$ cat config.mk
export PLATFORM = sky130hd
export DESIGN_NAME = psiw_core
export DESIGN_NICKNAME = d
export VERILOG_FILES = /design/src/hw/psiw_pkg.sv /design/src/hw/psiw_line_sync.sv /design/src/hw/psiw_core.sv
export VERILOG_INCLUDE_DIRS = /design/src /design/src/hw
export SDC_FILE = /design/constraint.sdc
export NUM_CORES = 1
export LEC_CHECK = 0
export BUFFER_PORTS_ARGS = -buffer_cell sky130_fd_sc_hd__buf_2
export CAP_MARGIN = 20
export CORE_MARGIN = 8
export CORE_UTILIZATION = 50
export CTS_CLUSTER_DIAMETER = 200
export CTS_CLUSTER_SIZE = 30
export DETAILED_ROUTE_END_ITERATION = 12
export PLACE_DENSITY = 0.79
export SLEW_MARGIN = 20
export SYNTH_ARGS = -nofsm -noshare
export SYNTH_HDL_FRONTEND = slang
export SYNTH_HIERARCHICAL = 1
export SYNTH_SLANG_ARGS = --single-unit
$ cat constraint.sdc
create_clock -name i_clk -period 13.6 [get_ports i_clk]
set_input_delay 0 -clock i_clk [delete_from_list [all_inputs] [get_ports i_clk]]
set_output_delay 0 -clock i_clk [all_outputs]
set_load 0.02 [all_outputs]
$ cat src/hw/psiw_params.svh
/*
 * Constants of the pulse sequencer instruction decoder: word layout,
 * timing counts and reset values.
 * Assumes it is included by bare name from hw/ files; holds definitions only.
 */
`ifndef PSIW_PARAMS_SVH
`define PSIW_PARAMS_SVH

// ----------------------------------------------------------------------
// Instruction word layout
// ----------------------------------------------------------------------
`define PSIW_WORD_W      80
`define PSIW_PAT_MSB     79
`define PSIW_PAT_LSB     56
`define PSIW_DATA_MSB    55
`define PSIW_DATA_LSB    36
`define PSIW_OP_MSB      35
`define PSIW_OP_LSB      32
`define PSIW_DLY_MSB     31
`define PSIW_DLY_LSB     0
`define PSIW_PAT_W       24
`define PSIW_DATA_W      20
`define PSIW_DLY_W       32

// ----------------------------------------------------------------------
// Timing and reset values
// ----------------------------------------------------------------------
`define PSIW_MIN_CYCLES  32'h0000_0005
`define PSIW_WAIT_EXTRA  32'h0000_0006
`define PSIW_ADDR_RST    16'h0000
`define PSIW_PAT_RST     24'h00_0000

`endif

$ cat src/hw/psiw_pkg.sv
/*
 * Types shared by the pulse sequencer instruction decoder.
 * Assumes no surroundings beyond a SystemVerilog compiler.
 */
package psiw_pkg;

    typedef enum logic [3:0] {
        PSIW_OP_CONTINUE = 4'h0,
        PSIW_OP_STOP     = 4'h1,
        PSIW_OP_LOOP     = 4'h2,
        PSIW_OP_END_LOOP = 4'h3,
        PSIW_OP_SUB_CALL = 4'h4,
        PSIW_OP_SUB_RET  = 4'h5,
        PSIW_OP_BRANCH   = 4'h6,
        PSIW_OP_LONG_DLY = 4'h7,
        PSIW_OP_WAIT     = 4'h8
    } psiw_op_e;

    // Gray codes along idle -> fetch -> run -> wait -> tail -> stop.
    typedef enum logic [2:0] {
        PSIW_ST_IDLE  = 3'h0,
        PSIW_ST_FETCH = 3'h1,
        PSIW_ST_RUN   = 3'h3,
        PSIW_ST_WAIT  = 3'h2,
        PSIW_ST_TAIL  = 3'h6,
        PSIW_ST_STOP  = 3'h7
    } psiw_state_e;

endpackage

$ cat src/hw/psiw_line_sync.sv
/*
 * Two-flop synchroniser with falling-edge detect for a low-true pin.
 * Assumes the pin is asynchronous to i_clk and idles high.
 */
`timescale 1ns/10ps
module psiw_line_sync (
    input  wire logic i_clk,
    input  wire logic i_rst,
    input  wire logic i_line_n,
    output logic      o_low,
    output logic      o_fall
);
    typedef struct packed {
        logic s1;
        logic s2;
        logic prev;
        logic fall;
    } psiw_sync_s;

    psiw_sync_s st;
    psiw_sync_s next_st;

    always_comb begin
        next_st      = st;
        next_st.s1   = i_line_n;
        next_st.s2   = st.s1;
        next_st.prev = st.s2;
        next_st.fall = st.prev & ~st.s2;
    end

    // Idle level of the pulled-up pin is high, so reset to one.
    always_ff @(posedge i_clk or posedge i_rst) begin
        if (i_rst) begin
            st <= 4'hE;
        end else begin
            st <= next_st;
        end
    end

    assign o_low  = ~st.s2;
    assign o_fall = st.fall;
endmodule

$ cat src/hw/psiw_core.sv
/*
 * Instruction sequencer: fetches 80-bit words, drives the output pattern for
 * the programmed count, and follows the op code flow.
 * Assumes program memory answers combinationally on o_addr and the start and
 * restart lines are asynchronous low-true pins pulled up off chip.
 */
`timescale 1ns/10ps
`include "psiw_params.svh"

// Behaviour
// RULE_01 - Each 80-bit memory word is one instruction.
// RULE_02 - Word splits into 24-bit pattern, 20-bit data, 4-bit op, 32-bit delay.
// RULE_03 - The delay count sets how long the instruction executes.
// RULE_04 - Durations lie between five and two to the 32 minus one cycles.
// RULE_05 - The first 24 bits drive the 24 output lines; on a stop word the code keeps the previous pattern instead.
// RULE_06 - Outputs hold the pattern unchanged throughout the instruction.
// RULE_07 - The loader fills every field of every word in one format.
// RULE_08 - Start and restart lines are active low.
// RULE_09 - The reference clock is 50 MHz unless arranged otherwise.
// RULE_10 - The op code selects continue, stop, loops, calls, branch, long delay, wait.
// RULE_11 - Wait stalls for a trigger, then runs delay plus six cycles.
// RULE_12 - Stop halts at once, ignoring its delay.
// RULE_13 - Trigger fall while waiting resumes after wait, restarts at zero otherwise; the code ignores it during fetch and run.
// RULE_14 - Pattern 79:56, data 55:36, op 35:32, delay 31:0.
module psiw_core #(
    parameter int ADDR_W  = 16,
    parameter int DEPTH_W = 3
) (
    input  wire logic                       i_clk,
    input  wire logic                       i_rst,
    input  wire logic [`PSIW_WORD_W-1:0]    i_word,
    input  wire logic                       i_hw_start_line_n,
    input  wire logic                       i_hw_restart_line_n,
    output logic      [ADDR_W-1:0]          o_addr,
    output logic      [`PSIW_PAT_W-1:0]     o_pattern,
    output logic                            o_running,
    output logic                            o_waiting,
    output logic                            o_stopped,
    output logic                            o_resetting
);
    import psiw_pkg::*;

    localparam int DEPTH = 1 << DEPTH_W;

    // ------------------------------------------------------------------
    // State
    // ------------------------------------------------------------------
    typedef struct packed {
        psiw_state_e                            fsm;
        logic [ADDR_W-1:0]                      pc;
        logic [`PSIW_PAT_W-1:0]                 pat;
        logic [`PSIW_DLY_W-1:0]                 cnt;
        logic [`PSIW_DATA_W-1:0]                mult;
        logic [DEPTH-1:0][ADDR_W-1:0]           ret;
        logic [DEPTH_W-1:0]                     sp;
        logic [DEPTH-1:0][`PSIW_DATA_W-1:0]     loops;
        logic [DEPTH_W-1:0]                     lp;
        logic [ADDR_W-1:0]                      next_pc_hold;
        logic                                   loop_back;
        logic                                   run_f;
        logic                                   wait_f;
        logic                                   stop_f;
        logic                                   idle_f;
    } psiw_core_s;

    psiw_core_s st;
    psiw_core_s next_st;

    logic start_fall;
    logic restart_fall;
    logic restart_low;

    // RULE_08 low-true synchronisers
    psiw_line_sync u_start (
        .i_clk    (i_clk),
        .i_rst    (i_rst),
        .i_line_n (i_hw_start_line_n),
        .o_low    (),
        .o_fall   (start_fall)
    );

    psiw_line_sync u_restart (
        .i_clk    (i_clk),
        .i_rst    (i_rst),
        .i_line_n (i_hw_restart_line_n),
        .o_low    (restart_low),
        .o_fall   (restart_fall)
    );

    // RULE_14 field packing
    logic [`PSIW_PAT_W-1:0]  f_pat;
    logic [`PSIW_DATA_W-1:0] f_data;
    psiw_op_e                f_op;
    logic [`PSIW_DLY_W-1:0]  f_dly;
    // RULE_01 RULE_02 one word split
    assign f_pat  = i_word[`PSIW_PAT_MSB:`PSIW_PAT_LSB];
    assign f_data = i_word[`PSIW_DATA_MSB:`PSIW_DATA_LSB];
    assign f_op   = psiw_op_e'(i_word[`PSIW_OP_MSB:`PSIW_OP_LSB]);
    assign f_dly  = i_word[`PSIW_DLY_MSB:`PSIW_DLY_LSB];

    // Fetch spends one cycle, so the run phase counts the delay minus one.
    // A delay below the five-cycle floor is lifted to it.
    function automatic logic [`PSIW_DLY_W-1:0] run_len(input logic [`PSIW_DLY_W-1:0] d);
        logic [`PSIW_DLY_W-1:0] v;
        v = (d < `PSIW_MIN_CYCLES) ? `PSIW_MIN_CYCLES : d;
        return v - 32'h0000_0002;
    endfunction

    // ------------------------------------------------------------------
    // Next state
    // ------------------------------------------------------------------
    always_comb begin
        next_st = st;
        case (st.fsm)
            PSIW_ST_IDLE, PSIW_ST_STOP: begin
                // RULE_13 restart from zero
                if (start_fall) begin
                    next_st.pc  = `PSIW_ADDR_RST;
                    next_st.sp  = '0;
                    next_st.lp  = '0;
                    next_st.loop_back = 1'b0;
                    next_st.fsm = PSIW_ST_FETCH;
                end
            end
            PSIW_ST_FETCH: begin
                // RULE_05 RULE_06 pattern latched once per instruction
                next_st.pat  = f_pat;
                // RULE_03 RULE_04 delay timing
                next_st.cnt  = run_len(f_dly);
                next_st.mult = '0;
                next_st.next_pc_hold = st.pc + 1'b1;
                next_st.fsm  = PSIW_ST_RUN;
                next_st.loop_back = 1'b0;
                // RULE_10 op code flow
                case (f_op)
                    PSIW_OP_STOP: begin
                        // RULE_12 immediate halt
                        next_st.pat = st.pat;
                        next_st.fsm = PSIW_ST_STOP;
                    end
                    PSIW_OP_LOOP: begin
                        // A jump back lands on this word again, so the count loads once.
                        if (!st.loop_back) begin
                            next_st.loops[st.lp] = f_data;
                            next_st.lp = st.lp + 1'b1;
                        end
                    end
                    PSIW_OP_END_LOOP: begin
                        if (st.loops[st.lp - 1'b1] > 20'h0_0001) begin
                            next_st.loops[st.lp - 1'b1] = st.loops[st.lp - 1'b1] - 1'b1;
                            next_st.next_pc_hold = f_data[ADDR_W-1:0];
                            next_st.loop_back = 1'b1;
                        end else begin
                            next_st.lp = st.lp - 1'b1;
                        end
                    end
                    PSIW_OP_SUB_CALL: begin
                        next_st.ret[st.sp] = st.pc + 1'b1;
                        next_st.sp = st.sp + 1'b1;
                        next_st.next_pc_hold = f_data[ADDR_W-1:0];
                    end
                    PSIW_OP_SUB_RET: begin
                        next_st.sp = st.sp - 1'b1;
                        next_st.next_pc_hold = st.ret[st.sp - 1'b1];
                    end
                    PSIW_OP_BRANCH: next_st.next_pc_hold = f_data[ADDR_W-1:0];
                    PSIW_OP_LONG_DLY: begin
                        next_st.mult = f_data - 1'b1;
                    end
                    PSIW_OP_WAIT: begin
                        next_st.fsm = PSIW_ST_WAIT;
                    end
                    default: ;
                endcase
            end
            PSIW_ST_RUN: begin
                if (st.cnt != '0) begin
                    next_st.cnt = st.cnt - 1'b1;
                end else if (st.mult != '0) begin
                    next_st.mult = st.mult - 1'b1;
                    next_st.cnt  = run_len(f_dly) + 1'b1;
                end else begin
                    next_st.pc  = st.next_pc_hold;
                    next_st.fsm = PSIW_ST_FETCH;
                end
            end
            PSIW_ST_WAIT: begin
                // RULE_11 RULE_13 trigger resumes past the wait
                if (start_fall) begin
                    next_st.cnt = st.cnt + `PSIW_WAIT_EXTRA;
                    next_st.fsm = PSIW_ST_RUN;
                end
            end
            default: next_st.fsm = PSIW_ST_IDLE;
        endcase
        // RULE_08 restart line wins over everything
        if (restart_fall) begin
            next_st.fsm = PSIW_ST_IDLE;
            next_st.pc  = `PSIW_ADDR_RST;
            next_st.sp  = '0;
            next_st.lp  = '0;
            next_st.loop_back = 1'b0;
        end
        // Status flags are registered so the status pins come from flops.
        next_st.run_f  = (next_st.fsm == PSIW_ST_RUN) || (next_st.fsm == PSIW_ST_FETCH);
        next_st.wait_f = (next_st.fsm == PSIW_ST_WAIT);
        next_st.stop_f = (next_st.fsm == PSIW_ST_STOP);
        next_st.idle_f = (next_st.fsm == PSIW_ST_IDLE);
    end

    always_ff @(posedge i_clk or posedge i_rst) begin
        if (i_rst) begin
            st        <= '0;
            st.fsm    <= PSIW_ST_IDLE;
            st.idle_f <= 1'b1;
        end else begin
            st <= next_st;
        end
    end

    assign o_addr      = st.pc;
    assign o_pattern   = st.pat;
    assign o_running   = st.run_f;
    assign o_waiting   = st.wait_f;
    assign o_stopped   = st.stop_f;
    assign o_resetting = st.idle_f;

    // ------------------------------------------------------------------
    // Checks
    // ------------------------------------------------------------------
    property p_pat_hold;
        @(posedge i_clk) disable iff (i_rst)
        (st.fsm == PSIW_ST_RUN) && (next_st.fsm == PSIW_ST_RUN) |=> $stable(o_pattern);
    endproperty
    a_pat_hold: assert property (p_pat_hold) else $error("pattern changed mid instruction"); // RULE_06

    property p_pat_load;
        @(posedge i_clk) disable iff (i_rst)
        (st.fsm == PSIW_ST_FETCH) && (f_op != PSIW_OP_STOP) && !restart_fall
        |=> o_pattern == $past(f_pat);
    endproperty
    a_pat_load: assert property (p_pat_load) else $error("pattern not taken from word"); // RULE_05

    property p_stop_now;
        @(posedge i_clk) disable iff (i_rst)
        (st.fsm == PSIW_ST_FETCH) && (f_op == PSIW_OP_STOP) && !restart_fall |=> o_stopped;
    endproperty
    a_stop_now: assert property (p_stop_now) else $error("stop did not halt at once"); // RULE_12

    property p_wait_enter;
        @(posedge i_clk) disable iff (i_rst)
        (st.fsm == PSIW_ST_FETCH) && (f_op == PSIW_OP_WAIT) && !restart_fall |=> o_waiting;
    endproperty
    a_wait_enter: assert property (p_wait_enter) else $error("wait not entered"); // RULE_11

    property p_restart;
        @(posedge i_clk) disable iff (i_rst)
        restart_fall |=> o_resetting && (o_addr == `PSIW_ADDR_RST);
    endproperty
    a_restart: assert property (p_restart) else $error("restart line ignored"); // RULE_08

    property p_start;
        @(posedge i_clk) disable iff (i_rst)
        o_resetting && start_fall && !restart_fall |=> (st.fsm == PSIW_ST_FETCH) && o_addr == '0;
    endproperty
    a_start: assert property (p_start) else $error("start fall did not start at zero"); // RULE_13

    property p_min_len;
        @(posedge i_clk) disable iff (i_rst)
        $rose(st.fsm == PSIW_ST_RUN) && !restart_fall |=> o_running [*3];
    endproperty
    a_min_len: assert property (p_min_len) else $error("instruction shorter than floor"); // RULE_04

    property p_len;
        @(posedge i_clk) disable iff (i_rst)
        (st.fsm == PSIW_ST_FETCH) && (f_op == PSIW_OP_CONTINUE) && (f_dly == 32'h0000_0005)
        && !restart_fall && !restart_low ##1 !restart_fall [*5]
        |-> ##0 (st.fsm == PSIW_ST_FETCH);
    endproperty
    a_len: assert property (p_len) else $error("delay count not honoured"); // RULE_03

    c_stop:  cover property (@(posedge i_clk) disable iff (i_rst) $rose(o_stopped));
    c_wait:  cover property (@(posedge i_clk) disable iff (i_rst) o_waiting ##1 o_running);
    c_call:  cover property (@(posedge i_clk) disable iff (i_rst)
                 (st.fsm == PSIW_ST_FETCH) && (f_op == PSIW_OP_SUB_CALL));
    c_loop:  cover property (@(posedge i_clk) disable iff (i_rst)
                 (st.fsm == PSIW_ST_FETCH) && (f_op == PSIW_OP_END_LOOP));
endmodule

* After elaboration in Yosys (flattened, before gate mapping) *
Index checks and enable logic that the tools add are counted.
W data, S select, Z words.

word-level totals
  register bits = 418
  input bits = 84
  output and inout bits = 44
  word-level logic and storage cells = 161

cells by class
  add/subtract/negate cells = 12
  order comparisons = 9
  eq/ne operators = 29
  multiplexer cells = 45
  bitwise gates (word level) = 5
  reduce and logical (&&, ||, !) cells = 24

operator list
  kind                     number
  $pmux W163 S2            1
  $bwmux W160              2
  $mux W163                1
  $mux W160                1
  $bwmux W128              1
  $demux W20 S3            2
  $mux W20                 5
  $mux W32                 3
  $pmux W32 S3             1
  $mux W19                 4
  $bmux W20 S3             1
  $sub A20 B1 Y20 const B  3
  $mux W52                 1
  $bmux W16 S3             1
  $demux W16 S3            1
  $pmux W16 S3             1
  $pmux W20 S2             1
  $add A32 B1 Y32 const B  1
  $add A32 B3 Y32 const B  1
  $lt A32 B3 Y1 const B    1
  $mux W16                 2
  $pmux W16 S2             1
  $reduce_bool A32 Y1      1
  $sub A32 B1 Y32 const B  1
  40 further kinds         86

* Depth between registers and ports, before layout *
Gate-level depths: netlist (run 1).

  depth after elaboration = 10
  mapped depth = 24
  depth with buffers taken out = 15

* By module *
Netlist (run 1), hierarchy kept.

by module, submodules not included
  module          times used  cells an instance  area each (sq um)  seq. area each (sq um)
  psiw_core       1           2708               24838.8            10261.1
  psiw_line_sync  2           7                  117.6              103.8

* Worst setup path after synthesis (run 1) *
Ideal clock, no wire load.

  path type = register to register
  from = register st[21] (netlist bit)
  to = register st[102] (netlist bit)
  library setup time = 0.078 ns
  arrival = 4.838 ns
  required time = 13.522 ns
  setup slack = 8.684 ns
  stages on the path, launching flop included = 22
  buffers on the path = 10
  clock period less this slack = 4.916 ns
  cells stage by stage = dfrtp_1 > buf_2 > buf_2 > inv_1 > clkbuf_1 > buf_2 > buf_2 > ha_1 > buf_2 > buf_4 > buf_6 > buf_2 > buf_4 > mux4_2 > mux2i_1 > ha_1 > inv_1 > nor4_2 > nand3_1 > xnor2_1 > a22oi_1 > o2bb2ai_1

on the way
  longest elaborated chain between the ends = 8
  elaborated cells on any way between the ends = 22
  classes of those cells = 2 x add/sub; 5 x order compare; 1 x eq/ne; 11 x mux; 3 x reduce/logical

ends and longest elaborated chain
  element                                                                  RTL line          RTL
  start, declared                                                          psiw_core.sv:66   psiw_core_s st;
  start signal, assigned                                                   psiw_core.sv:217  st <= next_st;
  parallel branches: the longest is 8 deep, another holds $sub A20 B1 Y20  n/a

Parallel ways; which one is timed is not known. The select of a mux whose other input is x is not followed.
A chain may end at the register's enable or synchronous reset.

* Final worst setup path (run 1) *
  from = register st[21] (netlist bit)
  to = register st[5] (netlist bit)

on the way
  longest elaborated chain between the ends = 6

ends and longest elaborated chain
  element                         RTL line          RTL
  $sub A3 B1 Y3                   psiw_core.sv:149  if (st.loops[st.lp - 1'b1] > 20'h0_0001) begin
  $bmux W20 S3                    psiw_core.sv:149
  $mux W20 (not written as such)  psiw_core.sv:149
  $gt A20 B1 Y1                   psiw_core.sv:149
  $mux W17                        psiw_core.sv:149
  $pmux W16 S3                    psiw_core.sv:135  case (f_op)

No other way between the ends. The select of a mux whose other input is x is not followed.

==> metrics.md, run 1 <==
| Metric | Value |
|---|---|
| DR WL/cell | `24.3 µm` |
| Slowest CP cell | `nor2_1` |
| WHS Path Cells | `4` |
| Hold WC Path Type | `input pin to flop` |
| Fraction of layout cells with a size suffix above 1 | `13.3%` |
| Via count | `23300` |
| Final Cycle Share | `48.8%` |
| FMAX | `151 MHz` |
| Hold endpoint | `st[347]` |
| Clock root buffer master | `clkbuf_16` |
| Antenna violations before repair | `1` |
| Core region area | `49900 µm²` |
| H-tree levels | `1` |
| Nets@finish | `2838` |
| Non-Filler Instances | `3420` |
| Initial Util | `50.3%` |
| Area delta synth->final | `8.07%` |
| Slowest stage delay, CP | `750 ps` |
| Lkg Pwr | `10.8 nW` |
| Critical path type | `flop to flop` |
| Total power | `3.29 mW` |
| # rows | `82` |
| Critical Path, Cell by Cell | `buf_4 > inv_1 > ha_4 > buf_4 > mux4_2 > a211oi_2 > nand4bb_1 > nor4_2 > nand4_2 > nor2_1 > a2111oi_0 > a21oi_1 > dlygate4sd3_1` |
| Worst R2R End | `st[5]` |
| Routed WL | `83.0 mm` |
| Final setup margin | `6960 ps` |
| Worst R2R Path Depth | `13` |
| Status | `finished, final reports clean` |
| RR Startpoint | `st[21]` |
| CP Max Fanout | `68` |
| CP delay by family, top | `simple AND/OR/NAND/NOR gates` |
| Crit path required time | `14120 ps` |
| Critical Path Most Common Cell | `buf_4` |
| Total global-route track usage | `28.0%` |
| Die area | `57600 µm²` |
| Number of global-route vias before repair | `22700` |
| Clock skew | `24.3 ps` |
| Warnings, synthesis | `6` |
| Clock Path Buffers | `3` |
| Placed cell count | `3324` |
| Max Slew Vio Count | `0` |
| Detailed router's first-iteration violation count | `3076` |
| CTS Sinks | `418` |
| Clock insertion delay at the later pin of the skew report | `570 ps` |
| I/O Buffers | `127` |
| TritonCTS clock tree | `done` |
| Final min period | `6640 ps` |
| Max-cap violations | `0` |
| Setup_tns | `0 ps` |
| RSZ-0062 raised after global routing | `no` |
| Hold_sp | `i_word[12]` |
| Die width | `240 µm` |
| Vias/cell | `6.83` |
| I/O Pins | `128` |
| Pre-CTS setup slack | `7280 ps` |
| CP endpoint kind | `flop` |
| Dpl hpwl | `54.0 mm` |
| Resize count post-CTS | `0` |
| First-pass GRT wire length | `129 mm` |
| GRT Residual Overflow | `0` |
| Post-route ant nets | `0` |
| Placed cell area | `25900 µm²` |
| DRC | `0` |
| Die Ht | `240 µm` |
| Total CTS buffers | `17` |
| Reg2reg setup slack | `6960 ps` |
| Arrival time at the worst endpoint | `7160 ps` |
| Setup violators final | `0` |
| CP bufs+invs | `4` |
| RePlAce Congestion | `1.01` |
| Worst Tran Pin Value | `1220 ps` |
| Worst rel slew slack | `18.7%` |
| Cell Pwr Density | `121 nW/µm²` |
| Startpoint types | `flop` |
| Max IR drop VDD | `116 µV` |
| Syn_nets | `2819` |
| Largest net degree at the start of global routing | `176` |
| Final Hold Fails | `0` |
| Clock slew seen by the registers of the worst setup and hold paths | `130 ps` |
| Synthesized cell area | `25100 µm²` |
| DRT Pass-1 Iters | `6` |
| Mapped Cells | `2720` |
| Finished Cell Area | `27100 µm²` |
| Fill cell count | `4464` |
| Avg Inst Size Synth | `9.22 µm²` |
-- cells in the final DEF, fill, tap and decap left out, drive strengths merged, types with 9 or more instances in the layout --
| master | instances |
|---|---|
| nand2 | 274 |
| mux2 | 55 |
| nor3 | 80 |
| dfrtp | 411 |
| nand3 | 68 |
| a22oi | 147 |
| o22ai | 32 |
| xor2 | 53 |
| nand2b | 28 |
| o31ai | 9 |
| o32ai | 9 |
| mux4 | 44 |
| and3 | 45 |
| buf | 193 |
| nor2b | 15 |
| xnor2 | 72 |
| nor4 | 36 |
| dlygate4sd3 | 68 |
| inv | 40 |
| a22o | 62 |
| nand4 | 25 |
| nor2 | 140 |
| or4 | 11 |
| nand3b | 14 |
| a221oi | 11 |
| nor3b | 13 |
| a21oi | 83 |
| o2bb2ai | 67 |
| and2 | 21 |
| a31oi | 30 |
| mux2i | 22 |
| o21ai | 376 |
| ha | 15 |
| clkbuf | 24 |
| or3 | 30 |
-- power breakdown --
part / leakage [nW] / internal (mW) / switching, mW / total [mW]
Combinational: 4.97 / 0.393 / 0.681 / 1.07
Clock: 0.228 / 0.243 / 0.404 / 0.647
Sequential: 5.60 / 1.40 / 0.168 / 1.57
Total: 10.8 / 2.04 / 1.25 / 3.29
-- what timing repair did --
action,4_1_cts,5_1_grt
setup buffers,0,0
hold buffers,68,0
endpoints found under the hold margin,264,0
-- worst min-delay path, stage by stage --
cell and delay (ps):
buf_2 180, xnor2_1 120, a31oi_1 190, a21oi_1 80
-- routing by layer --
layer / GRT usage (%) / up-vias / part of all wire [%]
met5: 0 / - / 0
met1: 37.7 / 11400 / 39
li1: - / 10100 / -
met4: 11.1 / 0 / 4.4
met2: 43.4 / 1575 / 45
met3: 6.54 / 273 / 12
-- cell type report --
| type | instances | area (µm²) | area share, % |
|---|---|---|---|
| multi-input cells | 2001 | 13300 | 49.2 |
| flip-flops and latches | 418 | 10500 | 38.7 |
| repair buffers | 261 | 1820 | 6.73 |
| well taps | 672 | 841 | 3.10 |
| clock buffers | 24 | 462 | 1.70 |
| inverters | 40 | 158 | 0.582 |
| clock inverters | 1 | 8.76 | 0.0323 |
| diodes | 3 | 7.51 | 0.0277 |
-- how the worst max path moves through the flow --
stage,cells after the start,end,slack (ps),from
after floorplan,1,o_addr[0],2190,i_rst
after global placement,13,st[56],7400,st[21]
after detailed placement,13,st[56],7280,st[21]
after CTS,13,st[5],7170,st[21]
after global routing,13,st[5],6660,st[21]
final,13,st[5],6960,st[21]
-- per-stage QoR --
stage               util, %  hold WS, ps
global placement       52.0        -59.9
floorplan                 -         -236
CTS                    54.3         8.59
detailed placement     52.0        -55.2
global route           54.3         45.7
finish                 54.3         16.5
-- registers in the layout, summed over array words and instances (netlist names) --
register	flops
st	366
o_pattern	24
u_start/st	1
o_stopped	1
o_waiting	1
o_addr	16
u_start/next_st	2
u_restart/st	1
o_resetting	1
u_restart/o_fall	1
o_running	1
u_start/o_fall	1
u_restart/next_st	2
(Power assumes the default switching activity.)
==> inputs of run 2 (changes only) <==
--- a/config.mk
+++ b/config.mk
@@ -13,7 +13,7 @@
 export CTS_CLUSTER_DIAMETER = 200
 export CTS_CLUSTER_SIZE = 30
 export DETAILED_ROUTE_END_ITERATION = 12
-export PLACE_DENSITY = 0.79
+export PLACE_DENSITY = 0.82
 export SLEW_MARGIN = 20
 export SYNTH_ARGS = -nofsm -noshare
 export SYNTH_HDL_FRONTEND = slang
==> constraint.sdc (replaced) <==
create_clock -name i_clk -period 5.5 [get_ports i_clk]
set_input_delay 0 -clock i_clk [delete_from_list [all_inputs] [get_ports i_clk]]
set_output_delay 0 -clock i_clk [all_outputs]
set_load 0.02 [all_outputs]
==> run 2 against run 1 <==
Against the previous run: first-iteration DRC count is 7.3% higher; via count increased by 0.13%; clock power grew 150%; non-clock buffer count up 28; wire length down 1.6%; highest routed layer is now met5; register-to-register slack lost 6500 ps; maximum frequency is 31% higher; clock skew grew 16 ps.
==> metrics.md, run 2 (same netlist as run 1, synthesis figures left out) <==
| Metric | Value |
|---|---|
| Status | `finished, final reports clean` |
| Post-route ant nets | `0 (unchanged)` |
| Fraction of layout cells with a size suffix above 1 | `14.2% (+0.92 points)` |
| Clock skew | `40.5 ps (+16.2 ps)` |
| DRC | `0 (unchanged)` |
| WHS Path Cells | `3 (-1)` |
| Cell Pwr Density | `297 nW/µm² (+140%)` |
| Max-cap violations | `0 (unchanged)` |
| Most common cell after layout, fill and taps aside | `dfrtp_1` |
| Clock root buffer master | `clkbuf_16` |
| Worst rel slew slack | `24.1% (+5.4 points)` |
| Die Ht | `240 µm (unchanged)` |
| Hold WC Path Type | `input pin to flop` |
| Nets@finish | `2866 (+0.99%)` |
| Finished Cell Area | `27400 µm² (+1.0%)` |
| Vias/cell | `6.78 (-0.65%)` |
| Initial Util | `50.3% (unchanged)` |
| FMAX | `197 MHz (+31%)` |
| RePlAce Congestion | `0.998 (-0.90%)` |
| Worst R2R End | `st[5]` |
| Most frequent cells in the layout | `dfrtp_1, o21ai_0, nand2_1` |
| Max reg flops | `366 (unchanged)` |
| Largest net degree at the start of global routing | `162 (-8.0%)` |
| Worst R2R Path Depth | `15 (+2)` |
| Reg2reg setup slack | `440 ps (-6530 ps)` |
| Fill cell count | `4400 (-1.4%)` |
| Worst Tran Pin Value | `1130 ps (-90.1 ps)` |
| Detailed router's first-iteration violation count | `3302 (+7.3%)` |
| Max Slew Vio Count | `0 (unchanged)` |
| CP endpoint kind | `flop` |
| Clock insertion delay at the later pin of the skew report | `570 ps (about the same)` |
| Area delta synth->final | `9.16%` |
| Total power | `8.14 mW (+150%)` |
| GRT Residual Overflow | `0 (unchanged)` |
| RSZ-0062 raised after global routing | `no` |
| RR Startpoint | `st[22]` |
| DRT Pass-1 Iters | `10 (+4)` |
| Setup violators final | `0 (unchanged)` |
| Die width | `240 µm (unchanged)` |
| Max IR drop VDD | `242 µV (+110%)` |
| Clock slew seen by the registers of the worst setup and hold paths | `120 ps (about the same)` |
| Arrival time at the worst endpoint | `5550 ps (-1610 ps)` |
| Final Hold Fails | `0 (unchanged)` |
| First-pass GRT wire length | `129 mm (about the same)` |
| Core region area | `49900 µm² (unchanged)` |
| Startpoint types | `flop` |
| Hold_sp | `i_word[34]` |
| I/O Buffers | `127 (unchanged)` |
| Total CTS buffers | `17 (unchanged)` |
| Lkg Pwr | `11.0 nW (+1.6%)` |
| TritonCTS clock tree | `done` |
| DR WL/cell | `23.7 µm (-2.4%)` |
| Via count | `23400 (+0.13%)` |
| Hold endpoint | `st[407]` |
| Dpl hpwl | `53.8 mm (-0.34%)` |
| Total global-route track usage | `27.8% (-0.15 points)` |
| Final Cycle Share | `92.1% (+43 points)` |
| CTS Sinks | `418 (unchanged)` |
| I/O Pins | `128 (unchanged)` |
| Clock Path Buffers | `3 (unchanged)` |
| Die area | `57600 µm² (unchanged)` |
| Crit path required time | `5980 ps (-8140 ps)` |
| Critical path type | `flop to flop` |
| CP Max Fanout | `28 (-59%)` |
| Final min period | `5060 ps (-1570 ps)` |
| Routed WL | `81.7 mm (-1.6%)` |
| # rows | `82 (unchanged)` |
| Biggest register | `st` |
| Antenna violations before repair | `6 (+5)` |
| H-tree levels | `1 (unchanged)` |
| Number of global-route vias before repair | `23000 (+1.5%)` |
| Placed cell area | `26200 µm² (+1.2%)` |
[run 2: worst max-delay path, cell delays in order (launching register included)]
cell	delay [ps]
dfrtp_1	500
clkinv_1	270
ha_4	270
xnor2_2	550
buf_4	330
buf_4	340
mux2i_1	260
o211a_1	150
nand3_1	120
nor4_2	450
nand4_2	170
buf_4	220
nor2_2	390
a2111oi_0	200
a21oi_1	170
dlygate4sd3_1	580
[run 2: metrics by stage]
stage / setup WS [ps] / std cells / util [%] / hold slack, ps / TNS, ps
final: 436 / 3447 / 54.9 / 8.31 / 0
after global routing: 88.0 / 3445 / 54.9 / 37.3 / 0
after CTS: 457 / 3444 / 54.8 / 7.82 / 0
after detailed placement: 540 / 3355 / 52.6 / -71.8 / 0
after global placement: 570 / 3355 / 52.6 / -85.3 / 0
after floorplan: -24.8 / 2720 / - / -236 / -10150
[run 2: power breakdown]
part	internal (mW)	switching, mW	leakage (nW)
Sequential	3.46	0.418	5.60
Clock	0.597	0.992	0.224
Combinational	1.01	1.66	5.15
[run 2: area by class of cell]
cell class	count	area, µm²	share of cell area [%]
Inverter	40	154	0.562
Timing Repair Buffer	289	2110	7.73
Multi-Input combinational cell	2001	13300	48.7
Sequential cell	418	10500	38.3
Antenna cell	3	7.51	0.0274
Tap cell	672	841	3.07
Clock buffer	24	462	1.69
[run 2: repair_timing]
| action | CTS | global route |
|---|---|---|
| hold buffers | 65 | 0 |
| setup buffers | 0 | 0 |
| resized for setup | 0 | 2 |
| setup endpoints to repair | 0 | 1 |
| hold endpoints to repair | 175 | 0 |
[run 2: routing by layer]
layer  share of wire [%]  GRT usage (%)  vias up
li1                    -              -    10100
met1                  38           37.8    11400
met2                  45           42.0     1592
met3                  12           6.53      294
met4                 4.5           12.8        8
met5               0.066              0        -
[run 2: worst max path at each step]
stage	depth (start not counted)	to	slack (ps)	start
after floorplan	1	o_addr[0]	-20	i_rst
after global placement	17	st[359]	570	i_word[4]
after detailed placement	17	st[359]	540	i_word[4]
after CTS	16	st[5]	460	st[22]
after global routing	16	st[360]	90	i_word[14]
final	15	st[5]	440	st[22]
